## src/trsc_pkg.sv

```systemverilog
// Notes on behaviour
// - FIFO window reads give one byte, or two in word mode when two are held; first received byte low.
// - Threshold select picks 32, 16, 4 or 2 accessible bytes; 32 after reset.
// - Pool-full event at threshold without end; end-of-message event loads byte count.
// - Buffer delay readout saturates at all ones above 63 time slots.
// - Frame loss flag follows sync engine; set raises loss event, clear raises recovered.
// - Remote alarm edges raise events; forced in simulation, dropped at quiet steps.
// - Multiframe loss only in F12/F72 formats, with loss and recovered events.
// - Search restart flag toggles whenever a new frame search starts.
// - PRBS status shows synchroniser lock while the PRBS monitor is enabled.
// - Line short of 3 pulses floats outputs for 128 periods, retries every 129 periods, events on change.
// - Line open sets after 32 zeros, clears on a pulse, frozen in tristate mode.
// - Simulation step counter advances on each rising simulation bit, wraps after eight.
// - Each simulation step forces its tabulated indications.
// - Steps 0, 3, 4, 7 clear all pending events in both event registers.
// - Framing error counter counts only in frame sync, saturates, adds two in simulation.
// - Freeze rise stops buffer and resets counter; high-byte read clears freeze; latch mode.
// - B8ZS counts violations not from substitution, plus runs over 7 zeros if enabled.
// - AMI counts all violations, plus runs over 15 zeros if enabled; idle otherwise; simulation every second bit.
package trsc_pkg;
  // **********************************************************
  // Register offsets
  // **********************************************************
  localparam logic [7:0] ADR_FIFO_LO = 8'h00, ADR_FIFO_HI = 8'h01, ADR_DELAY = 8'h49;
  localparam logic [7:0] ADR_STAT0 = 8'h4c, ADR_STAT1 = 8'h4d, ADR_STAT2 = 8'h4e;
  localparam logic [7:0] ADR_FEC_LO = 8'h50, ADR_FEC_HI = 8'h51, ADR_CVC_LO = 8'h52, ADR_CVC_HI = 8'h53;
  localparam logic [7:0] ADR_BCNT_LO = 8'h66, ADR_BCNT_HI = 8'h67;
  localparam logic [7:0] ADR_CTRL0 = 8'h80, ADR_CTRL1 = 8'h81, ADR_FREEZE = 8'h82;
  localparam logic [7:0] ADR_EVT0 = 8'h84, ADR_EVT1 = 8'h85, ADR_CMD = 8'h86;
  // **********************************************************
  // Field positions
  // **********************************************************
  localparam int CT0_THR = 0, CT0_SIM = 2, CT0_CODE = 3, CT0_EXCESS_ZERO_DETECT_EN = 5, CT0_ECM = 6, CT0_WORD = 7;
  localparam int CT1_SSC = 0, CT1_FMT = 2, CT1_PRBS = 4, CT1_ATD = 5, CT1_LTM = 6;
  localparam int S0_LFA = 7, S0_RRA = 6, S0_MULTIFRAME_ALIGN_LOST = 2, S0_SEARCH_RESTART_TOGGLE = 0;
  localparam int S1_PRBS = 4, S1_XLS = 1, S1_XLO = 0, S2_ESC = 5;
  localparam int EV_POOL = 0, EV_EOM = 1, EV_LFA = 2, EV_FAR = 3, EV_RA = 4, EV_RAR = 5, EV_MULTIFRAME_ALIGN_LOST = 6, EV_MULTIFRAME_RECOVERED_IRQ = 7;
  localparam int EV_XL = 0, EV_SEC = 1, CMD_RMC = 0, F_FRM = 0, F_RRA = 1, F_CV = 2;
  // **********************************************************
  // Codes and counts
  // **********************************************************
  localparam logic [1:0] FMT_F4 = 2'b00, FMT_F12 = 2'b01, FMT_F72 = 2'b10, FMT_ESF = 2'b11;
  localparam logic [1:0] CODE_AMI = 2'b10, CODE_B8ZS = 2'b11;
  localparam logic [5:0] FIFO_DEPTH = 6'd32, THR_16 = 6'd16, THR_4 = 6'd4, THR_2 = 6'd2;
  localparam logic [7:0] DELAY_MAX = 8'd63;
  localparam logic [5:0] DELAY_SAT = 6'h3f;
  localparam logic [4:0] ZERO_LIM_B8ZS = 5'd7, ZERO_LIM_AMI = 5'd15, ZRUN_MAX = 5'h1f;
  localparam logic [1:0] SHORT_PULSES = 2'd3;
  localparam logic [6:0] RETRY_LAST = 7'd127;
  localparam logic [5:0] OPEN_ZEROS = 6'd32;
  localparam logic [15:0] CNT_MAX = 16'hffff;
  localparam logic [2:0] ESC_FRM_A = 3'd2, ESC_FRM_B = 3'd6;
  // **********************************************************
  // Types
  // **********************************************************
  typedef enum logic [2:0] {TRSC_SH_RUN = 3'b001, TRSC_SH_FLOAT = 3'b010, TRSC_SH_CHECK = 3'b100} trsc_short_st_t;
  typedef struct packed {
    logic [7:0] addr;
    logic [7:0] wdata;
    logic wr;
    logic rd;
  } trsc_bus_t;
  typedef struct packed {
    logic fa_lost;
    logic mfa_lost;
    logic remote_alarm;
    logic search_restart;
    logic prbs_lock;
    logic frame_bit_err;
    logic bpv;
    logic bpv_subst;
    logic rx_bit_valid;
    logic rx_bit;
    logic tx_slot;
    logic tx_mark;
    logic short_sense;
    logic one_sec_tick;
    logic [7:0] elastic_delay;
  } trsc_line_t;
  typedef struct packed {
    logic valid;
    logic eom;
    logic [7:0] data;
  } trsc_hdlc_t;
  typedef struct packed {
    logic [31:0][7:0] mem;
    logic [4:0] wp;
    logic [4:0] rp;
    logic [5:0] cnt;
    logic [5:0] blk;
    logic hold;
    logic ready;
    logic [15:0] msg_len;
    logic [15:0] byte_cnt;
    logic [7:0] ctrl0;
    logic [7:0] ctrl1;
    logic [1:0] frz;
    logic [1:0] frz_prev;
    logic [7:0] evt0;
    logic [1:0] evt1;
    logic frame_align_lost;
    logic remote_alarm_flag;
    logic multiframe_align_lost;
    logic search_restart_toggle;
    logic tx_short_flag;
    logic tx_open_flag;
    logic float;
    trsc_short_st_t sh;
    logic [1:0] sh_cnt;
    logic [6:0] retry;
    logic [5:0] zero_tx;
    logic [2:0] sim_step_count;
    logic sim_prev;
    logic sim_half;
    logic fec_sim_done;
    logic [15:0] fec;
    logic [15:0] fec_buf;
    logic [15:0] cvc;
    logic [15:0] cvc_buf;
    logic [4:0] zrun;
    logic [15:0] rd_data;
  } trsc_state_t;
  // **********************************************************
  // Shared functions
  // **********************************************************
  function automatic logic [5:0] thr_bytes(input logic [1:0] sel);
    case (sel)
      2'b01: return THR_16;
      2'b10: return THR_4;
      2'b11: return THR_2;
      default: return FIFO_DEPTH;
    endcase
  endfunction
  // Counters stop at all ones instead of rolling over
  function automatic logic [15:0] sat_add(input logic [15:0] v, input logic [1:0] n);
    logic [16:0] s;
    s = {1'b0, v} + {15'd0, n};
    return s[16] ? CNT_MAX : s[15:0];
  endfunction
  // Forced indications per step: frame loss, remote alarm, code violations
  function automatic logic [2:0] sim_force(input logic [2:0] sim_step_count);
    case (sim_step_count)
      3'd1: return 3'b110;
      3'd2: return 3'b111;
      3'd5: return 3'b100;
      3'd6: return 3'b011;
      default: return 3'b000;
    endcase
  endfunction
  // Returns {counter, buffer} for one clock of an error counter
  function automatic logic [31:0] ctr_step(input logic [15:0] c, input logic [15:0] b, input logic [1:0] inc,
                                           input logic frz, input logic rise, input logic one_second_latch_mode, input logic tick);
    logic [15:0] nc;
    nc = sat_add(c, inc);
    if (one_second_latch_mode) begin
      return tick ? {sat_add(16'h0000, inc), c} : {nc, b};
    end
    if (rise) begin
      return {16'h0000, b};
    end
    return frz ? {nc, b} : {nc, nc};
  endfunction
endpackage

```

## src/trsc_status_bank.sv

```systemverilog
// The plain strobed port and the address map were chosen for this implementation.
`timescale 1ns/1ps
`default_nettype none
module trsc_status_bank import trsc_pkg::*; (
  input wire logic mclk,
  input wire logic rst_b,
  input wire trsc_bus_t bus,
  input wire trsc_line_t line,
  input wire trsc_hdlc_t hdlc,
  output logic hdlc_ready,
  output logic [15:0] rd_data,
  output logic [1:0] sync_criterion_sel,
  output logic [1:0] frame_format,
  output logic [1:0] line_code_sel,
  output logic excess_zero_detect_en,
  output logic prbs_monitor_en,
  output logic tx_line_float
);
  // **********************************************************
  // State and working signals
  // **********************************************************
  trsc_state_t st_ff;
  trsc_state_t nxt_st;
  logic [5:0] thr;
  logic [5:0] pop;
  logic [2:0] frc;
  logic [2:0] nxt_esc;
  logic [7:0] rb;
  logic [7:0] set0;
  logic [7:0] clr0;
  logic [1:0] set1;
  logic [1:0] clr1;
  logic [1:0] fec_inc;
  logic [1:0] cv_inc;
  logic [1:0] frz_rise;
  logic [4:0] zlim;
  logic [31:0] fec_pair;
  logic [31:0] cvc_pair;
  logic wr_acc;
  logic rd_fifo;
  logic sim_rise;
  logic sim2;
  logic lfa_n;
  logic multiframe_align_lost_n;
  logic rra_n;
  logic cv_on;
  logic b8zs;
  logic bpv_cnt;
  logic excess;
  logic sim_cv;
  logic [7:0] exp_byte;

  always_comb begin
    nxt_st = st_ff;
    rb = 8'h00;
    set0 = 8'h00;
    clr0 = 8'h00;
    set1 = 2'b00;
    clr1 = 2'b00;
    nxt_st.rd_data = 16'h0000;
    thr = thr_bytes(st_ff.ctrl0[CT0_THR +: 2]);
    // ******************************************************
    // Register writes
    // ******************************************************
    if (bus.wr) begin
      case (bus.addr)
        ADR_CTRL0: nxt_st.ctrl0 = bus.wdata;
        ADR_CTRL1: nxt_st.ctrl1 = bus.wdata;
        ADR_FREEZE: nxt_st.frz = bus.wdata[1:0];
        default: ;
      endcase
    end
    // ******************************************************
    // HDLC receive FIFO
    // ******************************************************
    wr_acc = hdlc.valid & st_ff.ready;
    rd_fifo = bus.rd & ((bus.addr == ADR_FIFO_LO) | (bus.addr == ADR_FIFO_HI)) & (st_ff.cnt != 6'd0);
    pop = 6'd0;
    if (rd_fifo) begin
      pop = (st_ff.ctrl0[CT0_WORD] && st_ff.cnt > 6'd1) ? 6'd2 : 6'd1;
    end
    if (wr_acc) begin
      nxt_st.mem[st_ff.wp] = hdlc.data;
      nxt_st.wp = st_ff.wp + 5'd1;
      if (hdlc.eom) begin
        set0[EV_EOM] = 1'b1;
        nxt_st.byte_cnt = st_ff.msg_len + 16'd1;
        nxt_st.msg_len = 16'h0000;
        nxt_st.blk = 6'd0;
        nxt_st.hold = 1'b1;
      end else if (st_ff.blk + 6'd1 == thr) begin
        set0[EV_POOL] = 1'b1;
        nxt_st.msg_len = st_ff.msg_len + 16'd1;
        nxt_st.blk = 6'd0;
        nxt_st.hold = 1'b1;
      end else begin
        nxt_st.msg_len = st_ff.msg_len + 16'd1;
        nxt_st.blk = st_ff.blk + 6'd1;
      end
    end
    nxt_st.rp = st_ff.rp + pop[4:0];
    nxt_st.cnt = st_ff.cnt + {5'd0, wr_acc} - pop;
    // Release drops unread bytes; no byte arrives while held, so wp marks the end
    if (bus.wr && bus.addr == ADR_CMD && bus.wdata[CMD_RMC] && st_ff.hold) begin
      nxt_st.hold = 1'b0;
      nxt_st.rp = st_ff.wp;
      nxt_st.cnt = 6'd0;
    end
    nxt_st.ready = !nxt_st.hold && (nxt_st.cnt < FIFO_DEPTH);
    // ******************************************************
    // Alarm simulation sequencer
    // ******************************************************
    sim_rise = st_ff.ctrl0[CT0_SIM] & ~st_ff.sim_prev;
    nxt_st.sim_prev = st_ff.ctrl0[CT0_SIM];
    nxt_esc = st_ff.sim_step_count + {2'b00, sim_rise};
    nxt_st.sim_step_count = nxt_esc;
    frc = sim_force(st_ff.sim_step_count);
    if (sim_rise && (nxt_esc == 3'd0 || nxt_esc == 3'd3 || nxt_esc == 3'd4 || nxt_esc == 3'd7)) begin
      clr0 = 8'hff;
      clr1 = 2'b11;
    end
    // Framing errors add two once per pass, at step 2 or else step 6
    sim2 = 1'b0;
    if (sim_rise && !line.fa_lost && !st_ff.fec_sim_done && (nxt_esc == ESC_FRM_A || nxt_esc == ESC_FRM_B)) begin
      sim2 = 1'b1;
      nxt_st.fec_sim_done = 1'b1;
    end
    if (sim_rise && nxt_esc == 3'd0) begin
      nxt_st.fec_sim_done = 1'b0;
    end
    // ******************************************************
    // Framer status flags
    // ******************************************************
    lfa_n = line.fa_lost | frc[F_FRM];
    nxt_st.frame_align_lost = lfa_n;
    set0[EV_LFA] = lfa_n & ~st_ff.frame_align_lost;
    set0[EV_FAR] = ~lfa_n & st_ff.frame_align_lost;
    multiframe_align_lost_n = (st_ff.ctrl1[CT1_FMT +: 2] == FMT_F12 || st_ff.ctrl1[CT1_FMT +: 2] == FMT_F72) &
             (line.mfa_lost | frc[F_FRM]);
    nxt_st.multiframe_align_lost = multiframe_align_lost_n;
    set0[EV_MULTIFRAME_ALIGN_LOST] = multiframe_align_lost_n & ~st_ff.multiframe_align_lost;
    set0[EV_MULTIFRAME_RECOVERED_IRQ] = ~multiframe_align_lost_n & st_ff.multiframe_align_lost;
    rra_n = line.remote_alarm | frc[F_RRA];
    nxt_st.remote_alarm_flag = rra_n;
    set0[EV_RA] = rra_n & ~st_ff.remote_alarm_flag;
    set0[EV_RAR] = ~rra_n & st_ff.remote_alarm_flag;
    nxt_st.search_restart_toggle = st_ff.search_restart_toggle ^ line.search_restart;
    set1[EV_SEC] = line.one_sec_tick;
    // ******************************************************
    // Error counters
    // ******************************************************
    fec_inc = {sim2, 1'b0} + {1'b0, line.frame_bit_err & ~st_ff.frame_align_lost};
    b8zs = st_ff.ctrl0[CT0_CODE +: 2] == CODE_B8ZS;
    cv_on = b8zs | (st_ff.ctrl0[CT0_CODE +: 2] == CODE_AMI);
    zlim = b8zs ? ZERO_LIM_B8ZS : ZERO_LIM_AMI;
    bpv_cnt = b8zs ? (line.bpv & ~line.bpv_subst) : line.bpv;
    // A run is counted once, on the zero that first passes the limit
    excess = line.rx_bit_valid & ~line.rx_bit & st_ff.ctrl0[CT0_EXCESS_ZERO_DETECT_EN] & (st_ff.zrun == zlim);
    sim_cv = frc[F_CV] & line.rx_bit_valid & st_ff.sim_half;
    if (line.rx_bit_valid) begin
      nxt_st.zrun = line.rx_bit ? 5'd0 : ((st_ff.zrun == ZRUN_MAX) ? ZRUN_MAX : st_ff.zrun + 5'd1);
      nxt_st.sim_half = frc[F_CV] & ~st_ff.sim_half;
    end
    cv_inc = cv_on ? ({1'b0, bpv_cnt} + {1'b0, excess} + {1'b0, sim_cv}) : 2'd0;
    frz_rise = st_ff.frz & ~st_ff.frz_prev;
    nxt_st.frz_prev = st_ff.frz;
    fec_pair = ctr_step(st_ff.fec, st_ff.fec_buf, fec_inc, st_ff.frz[0], frz_rise[0],
                        st_ff.ctrl0[CT0_ECM], line.one_sec_tick);
    cvc_pair = ctr_step(st_ff.cvc, st_ff.cvc_buf, cv_inc, st_ff.frz[1], frz_rise[1],
                        st_ff.ctrl0[CT0_ECM], line.one_sec_tick);
    nxt_st.fec = fec_pair[31:16];
    nxt_st.fec_buf = fec_pair[15:0];
    nxt_st.cvc = cvc_pair[31:16];
    nxt_st.cvc_buf = cvc_pair[15:0];
    // ******************************************************
    // Transmit line short and open monitor
    // ******************************************************
    if (line.tx_slot) begin
      unique case (st_ff.sh)
        TRSC_SH_RUN: begin
          if (line.short_sense) begin
            nxt_st.sh_cnt = (st_ff.sh_cnt == SHORT_PULSES) ? SHORT_PULSES : st_ff.sh_cnt + 2'd1;
            if (st_ff.sh_cnt + 2'd1 == SHORT_PULSES) begin
              nxt_st.tx_short_flag = 1'b1;
              if (!st_ff.ctrl1[CT1_ATD]) begin
                nxt_st.float = 1'b1;
                nxt_st.retry = 7'd0;
                nxt_st.sh = TRSC_SH_FLOAT;
              end
            end
          end else begin
            nxt_st.sh_cnt = 2'd0;
            nxt_st.tx_short_flag = 1'b0;
          end
        end
        TRSC_SH_FLOAT: begin
          nxt_st.retry = st_ff.retry + 7'd1;
          if (st_ff.retry == RETRY_LAST) begin
            nxt_st.float = 1'b0;
            nxt_st.sh = TRSC_SH_CHECK;
          end
        end
        TRSC_SH_CHECK: begin
          if (line.short_sense) begin
            nxt_st.float = 1'b1;
            nxt_st.retry = 7'd0;
            nxt_st.sh = TRSC_SH_FLOAT;
          end else begin
            nxt_st.tx_short_flag = 1'b0;
            nxt_st.sh_cnt = 2'd0;
            nxt_st.sh = TRSC_SH_RUN;
          end
        end
        default: begin
          nxt_st.float = 1'b0;
          nxt_st.sh = TRSC_SH_RUN;
        end
      endcase
      if (line.tx_mark) begin
        nxt_st.zero_tx = 6'd0;
        nxt_st.tx_open_flag = 1'b0;
      end else if (st_ff.zero_tx != OPEN_ZEROS) begin
        nxt_st.zero_tx = st_ff.zero_tx + 6'd1;
        nxt_st.tx_open_flag = (st_ff.zero_tx + 6'd1 == OPEN_ZEROS);
      end
    end
    // Tristate mode holds both flags so the host sees a stable picture
    if (st_ff.ctrl1[CT1_LTM]) begin
      nxt_st.tx_short_flag = st_ff.tx_short_flag;
      nxt_st.tx_open_flag = st_ff.tx_open_flag;
    end
    set1[EV_XL] = (nxt_st.tx_short_flag ^ st_ff.tx_short_flag) | (nxt_st.tx_open_flag & ~st_ff.tx_open_flag);
    // ******************************************************
    // Register reads, one cycle later, zero otherwise
    // ******************************************************
    if (bus.rd) begin
      case (bus.addr)
        ADR_FIFO_LO, ADR_FIFO_HI: begin
          if (rd_fifo) begin
            nxt_st.rd_data[7:0] = st_ff.mem[st_ff.rp];
            if (pop == 6'd2) begin
              nxt_st.rd_data[15:8] = st_ff.mem[st_ff.rp + 5'd1];
            end
          end
        end
        ADR_DELAY: rb[5:0] = (line.elastic_delay > DELAY_MAX) ? DELAY_SAT : line.elastic_delay[5:0];
        ADR_STAT0: begin
          rb[S0_LFA] = st_ff.frame_align_lost;
          rb[S0_RRA] = st_ff.remote_alarm_flag;
          rb[S0_MULTIFRAME_ALIGN_LOST] = st_ff.multiframe_align_lost;
          rb[S0_SEARCH_RESTART_TOGGLE] = st_ff.search_restart_toggle;
        end
        ADR_STAT1: begin
          rb[S1_PRBS] = st_ff.ctrl1[CT1_PRBS] & line.prbs_lock;
          rb[S1_XLS] = st_ff.tx_short_flag;
          rb[S1_XLO] = st_ff.tx_open_flag;
        end
        ADR_STAT2: rb[S2_ESC +: 3] = st_ff.sim_step_count;
        ADR_FEC_LO: rb = st_ff.fec_buf[7:0];
        ADR_FEC_HI: begin
          rb = st_ff.fec_buf[15:8];
          nxt_st.frz[0] = 1'b0;
        end
        ADR_CVC_LO: rb = st_ff.cvc_buf[7:0];
        ADR_CVC_HI: begin
          rb = st_ff.cvc_buf[15:8];
          nxt_st.frz[1] = 1'b0;
        end
        ADR_BCNT_LO: rb = st_ff.byte_cnt[7:0];
        ADR_BCNT_HI: rb = st_ff.byte_cnt[15:8];
        ADR_CTRL0: rb = st_ff.ctrl0;
        ADR_CTRL1: rb = st_ff.ctrl1;
        ADR_FREEZE: rb[1:0] = st_ff.frz;
        ADR_EVT0: begin
          rb = st_ff.evt0;
          clr0 = 8'hff;
        end
        ADR_EVT1: begin
          rb[1:0] = st_ff.evt1;
          clr1 = 2'b11;
        end
        default: ;
      endcase
      if (!rd_fifo) begin
        nxt_st.rd_data = {8'h00, rb};
      end
    end
    // Sticky events: a set in the clearing cycle survives
    nxt_st.evt0 = (st_ff.evt0 & ~clr0) | set0;
    nxt_st.evt1 = (st_ff.evt1 & ~clr1) | set1;
  end

  // State register; only constants under reset
  always_ff @(posedge mclk or negedge rst_b) begin
    if (!rst_b) begin
      st_ff <= '0;
      st_ff.sh <= TRSC_SH_RUN;
    end else begin
      st_ff <= nxt_st;
    end
  end

  // Outputs come straight from the state register
  assign hdlc_ready = st_ff.ready;
  assign rd_data = st_ff.rd_data;
  assign sync_criterion_sel = st_ff.ctrl1[CT1_SSC +: 2];
  assign frame_format = st_ff.ctrl1[CT1_FMT +: 2];
  assign line_code_sel = st_ff.ctrl0[CT0_CODE +: 2];
  assign excess_zero_detect_en = st_ff.ctrl0[CT0_EXCESS_ZERO_DETECT_EN];
  assign prbs_monitor_en = st_ff.ctrl1[CT1_PRBS];
  assign tx_line_float = st_ff.float;

  // **********************************************************
  // Assertions
  // **********************************************************
  assign exp_byte = st_ff.mem[st_ff.rp];
endmodule
`default_nettype wire

```

## config.mk

```make
export PLATFORM = sky130hd
export DESIGN_NAME = trsc_status_bank
export DESIGN_NICKNAME = d
export VERILOG_FILES = /design/src/trsc_pkg.sv /design/src/trsc_status_bank.sv
export SDC_FILE = /design/constraint.sdc
export NUM_CORES = 1
export LEC_CHECK = 0
export ABC_CLOCK_PERIOD_IN_PS = 3450
export BUFFER_PORTS_ARGS = -buffer_cell sky130_fd_sc_hd__buf_2
export CORE_ASPECT_RATIO = 0.9
export CORE_MARGIN = 10
export CORE_UTILIZATION = 51
export DETAILED_ROUTE_END_ITERATION = 8
export PLACE_DENSITY = 0.7
export SYNTH_ARGS = -nofsm -noshare
export SYNTH_HDL_FRONTEND = slang
export SYNTH_SLANG_ARGS = --single-unit
```

## constraint.sdc

```tcl
create_clock -name mclk -period 3.45 [get_ports mclk]
set_input_delay 0.8625 -clock mclk [delete_from_list [all_inputs] [get_ports mclk]]
set_output_delay 0.8625 -clock mclk [all_outputs]
set_load 0.02 [all_outputs]
```

==> out/qor.yml <==
run_status:
  status: "finished, violations left"
  violations: "setup timing"
critical_path:
  path_max_fanout: 6
  endpoint_kind: "flop"
  path_delay_family: "adder cells"
  cp_cell_sequence: "buf_4, ha_2, a21oi_2, nor3_4, nand2_1, fa_1, nor2b_2, ha_2, inv_2, fa_2, and4b_2, nand3_4, o31ai_4, buf_6, o21a_1, nor2_1, a21oi_1"
  cp_common_cell: "ha_2"
  worstPathRequired_ps: 3970
  criticalPathCategory: "reg -> reg"
  critPathSlowestCell: "fa_1"
  crit_buf_inv: 3
  crit_path_start_kind: "flop"
  max_stage_delay_ps: 450
  critical_path_arrival_ps: 3980
sta:
  drv_slew: 0
  min_period_over_period_pct: 100
  rsz0062_at_grt: "true"
  fmax_mhz: 289
  finalHoldViolations: 0
  tightest_slew_ps: 1390
  setup_tns_ps: -11.0
  period_needed_ps: 3460
  relSlewSlack_pct: 7.04
  worst_slack_ps: -11.0
  finalSetupViolCount: 1
  fin_skew_ps: 21.3
yosys:
  ys_async_sr_fraction_pct: 100
  synth_fp_nets: 2125
  synth_cell_types: 77
  synth_area_um2: 24900
  synth_ff_type: "dfrtp_1"
  yosysWarnings: 0
  synth_enable_flop_cells: 0
  syn-instance-count: 2033
  ys_ff_latch: 458
  syn_avg_cell_area_um2: 12.2
  synth_seq_area_share_pct: 46.1
global_routing:
  grt_pass1_vias: 18067
  antenna_found_initial: 5
  overflow: 0
  grt_max_degree: 78
  grt_use_total_pct: 23.4
  grt_pass1_wl_mm: 107
cells_and_area:
  nets: 2226
  fillCellCount: 3794
  drive_gt1_share_pct: 32.9
  final_cell_mix: "454 x dfrtp_1, 223 x mux2_2, 157 x mux4_2"
  final_common_cell: "dfrtp_1"
  area_growth_pct: 13.4
power:
  finalPower_uw: 14600
  power_leakage_uw: 0.0130
  switchingPower_uw: 4290
  clock_power_share_pct: 38.5
  p_int_uw: 10300
  power_density_nw_per_um2: 517
  switching_share_pct: 29.5
  seqPwrFrac_pct: 42.9
  irDropWorstVdd_v: 0.000448
  pwr-share-comb_pct: 18.6
min_path:
  hold_class: "in -> async"
floorplanning:
  die_y_um: 230
  fp-row-count: 76
  io_pins: 78
  start_util_pct: 51.8
  coreArea_um2: 48000
  dieWidth_um: 253
  die_area_um2: 58000
routing:
  via_per_inst: 6.39
  antenna_left: 0
  vias: 17905
  drt_iter0_markers: 1715
  finalWirelength_mm: 68.1
  drc_errors: 0
  wl_per_cell_um: 24.3
  firstDrtPassIters: 5
clock_tree:
  ctsHoldBuffers: 0
  clk_pin_slew_ps: 60
  clockBufferDepth: 3
  clock-sinks: 458
  cts.htree.levels: 2
  cts-root-buf: "clkbuf_16"
  clock_latency_ps: 600
  cts_buffers: 50
  cts_tree: "done"
place:
  hpwl_mm: 46.7
  place_congestion: 0.916
  io_buffers: 77
job:
  maxCapViolCount: 0
-- final timing paths --
path,start,to,slack [ps],cells past startpoint
max in group asynchronous,rst_b,st_ff[192]$_DFF_PN0_,2340,2
min,rst_b,st_ff[295]$_DFFE_PN0P_,230,1
min reg2reg,nxt_st[87]$_DFFE_PN0P_,st_ff[87]$_DFF_PN0_,480,0
max,st_ff[88]$_DFF_PN0_,st_ff[32]$_DFFE_PN0P_,-10,17
max reg2reg,st_ff[88]$_DFF_PN0_,st_ff[32]$_DFFE_PN0P_,-10,17
min in group mclk,line[18],st_ff[112]$_DFF_PN0_,450,2
-- per-stage QoR --
step / hold WS (ps) / cells / util [%] / area (µm²) / worst slack, ps
global route: 263 / 2799 / 58.7 / 28200 / -151
detailed placement: 442 / 2695 / 54.7 / 26300 / -462
floorplan: 384 / 2033 / - / 24900 / -201
CTS: 239 / 2791 / 58.4 / 28000 / -30.2
global placement: 436 / 2695 / 54.7 / 26300 / -402
finish: 227 / 2800 / 58.7 / 28200 / -11.0
-- flip-flops by register name, summed over array words and instances (netlist names), 2 cells and up --
name / cells
nxt_st: 3
st_ff: 429
line_code_sel: 2
frame_format: 2
sync_criterion_sel: 2
rd_data: 16
-- layout make-up --
| class | instances | area [µm²] | share of cell area [%] |
|---|---|---|---|
| clock buffers | 73 | 1510 | 5.35 |
| flip-flops and latches | 458 | 11500 | 40.7 |
| repair buffers | 200 | 1430 | 5.05 |
| multi-input cells | 1370 | 12600 | 44.7 |
| clock inverters | 20 | 215 | 0.763 |
| well taps | 624 | 781 | 2.77 |
| diodes | 1 | 2.50 | 0.00887 |
| inverters | 54 | 203 | 0.719 |
-- what timing repair did --
item / in CTS / in global routing
buffers inserted: 2 / 8
cloned: 1 / 1
pin swaps: 7 / 9
gates resized for setup: 9 / 22
setup endpoints to repair: 12 / 42
-- metal layers --
metal | vias to the layer above | global-route usage [%] | part of all wire (%)
li1 | 7784 | - | -
met1 | 9279 | 32.4 | 43
met2 | 703 | 35.3 | 46
met3 | 133 | 6.09 | 8.2
met4 | 6 | 7.60 | 2.9
met5 | - | 0 | 0.065
-- power groups by stage --
| stage | Combinational (µW) | Clock [µW] | Sequential (µW) |
|---|---|---|---|
| finish | 2710 | 5610 | 6250 |
| global route | 3000 | 5900 | 6300 |
| CTS | 2680 | 5680 | 6230 |
| detailed placement | 2640 | 0 | 6330 |
| global placement | 2550 | 0 | 6310 |
| floorplan | 1930 | 0 | 6120 |
-- synth_stat cells (5+ instances only) --
cell type  instances  area share [%]
a22o_1            12            0.42
a21oi_1          114             2.3
buf_2             29            0.58
a21o_1             9            0.27
mux4_2           157              14
nor2b_1           13            0.33
nor3b_1            9            0.27
nand3b_1          10            0.30
nor3_1            22            0.44
nand2b_1          17            0.43
mux2_1            54             2.4
xor2_1            31             1.1
ha_1              35             1.8
a211oi_1          14            0.42
nor2_1           102             1.5
buf_4             39             1.2
o31ai_1           13            0.39
nand2_1          135             2.0
mux2_2           223              10
o32ai_1            5            0.18
and2_1            13            0.33
inv_1             52            0.78
o22ai_1           22            0.55
fa_1               5            0.40
a31oi_1           18            0.45
a22oi_1           18            0.54
o21ai_0           71             1.4
nand3_1           59             1.2
nor4_1             6            0.15
dfrtp_1          457              46
mux2i_1           27             1.1
and4_1             5            0.18
clkbuf_1          76             1.1
nand4_1           11            0.28
and3_1            24            0.60
xnor2_1           25            0.88
o21ai_1           20            0.40
-- cells by family after synthesis --
kind of cell	Yosys count	share of synthesized area, %
and+or+nand+nor	447	8.81
xor gates and xnor gates	58	2.10
buffers and inverters	206	3.96
AOI/OAI and AO/OA	363	9.03
muxes	461	27.8
DFF	458	46.1
adders and majority gates	40	2.16
-- worst reg2reg max path, stage by stage (launching register included) --
cell     delay (ps)
dfrtp_1         380
buf_4           150
ha_2            190
a21oi_2         160
nor3_4           50
nand2_1          70
fa_1            450
nor2b_2         150
ha_2            200
inv_2            40
fa_2            340
and4b_2         330
nand3_4         120
o31ai_4         290
buf_6           170
o21a_1          130
nor2_1           40
a21oi_1         120
Power figures use the tool's default switching activity.
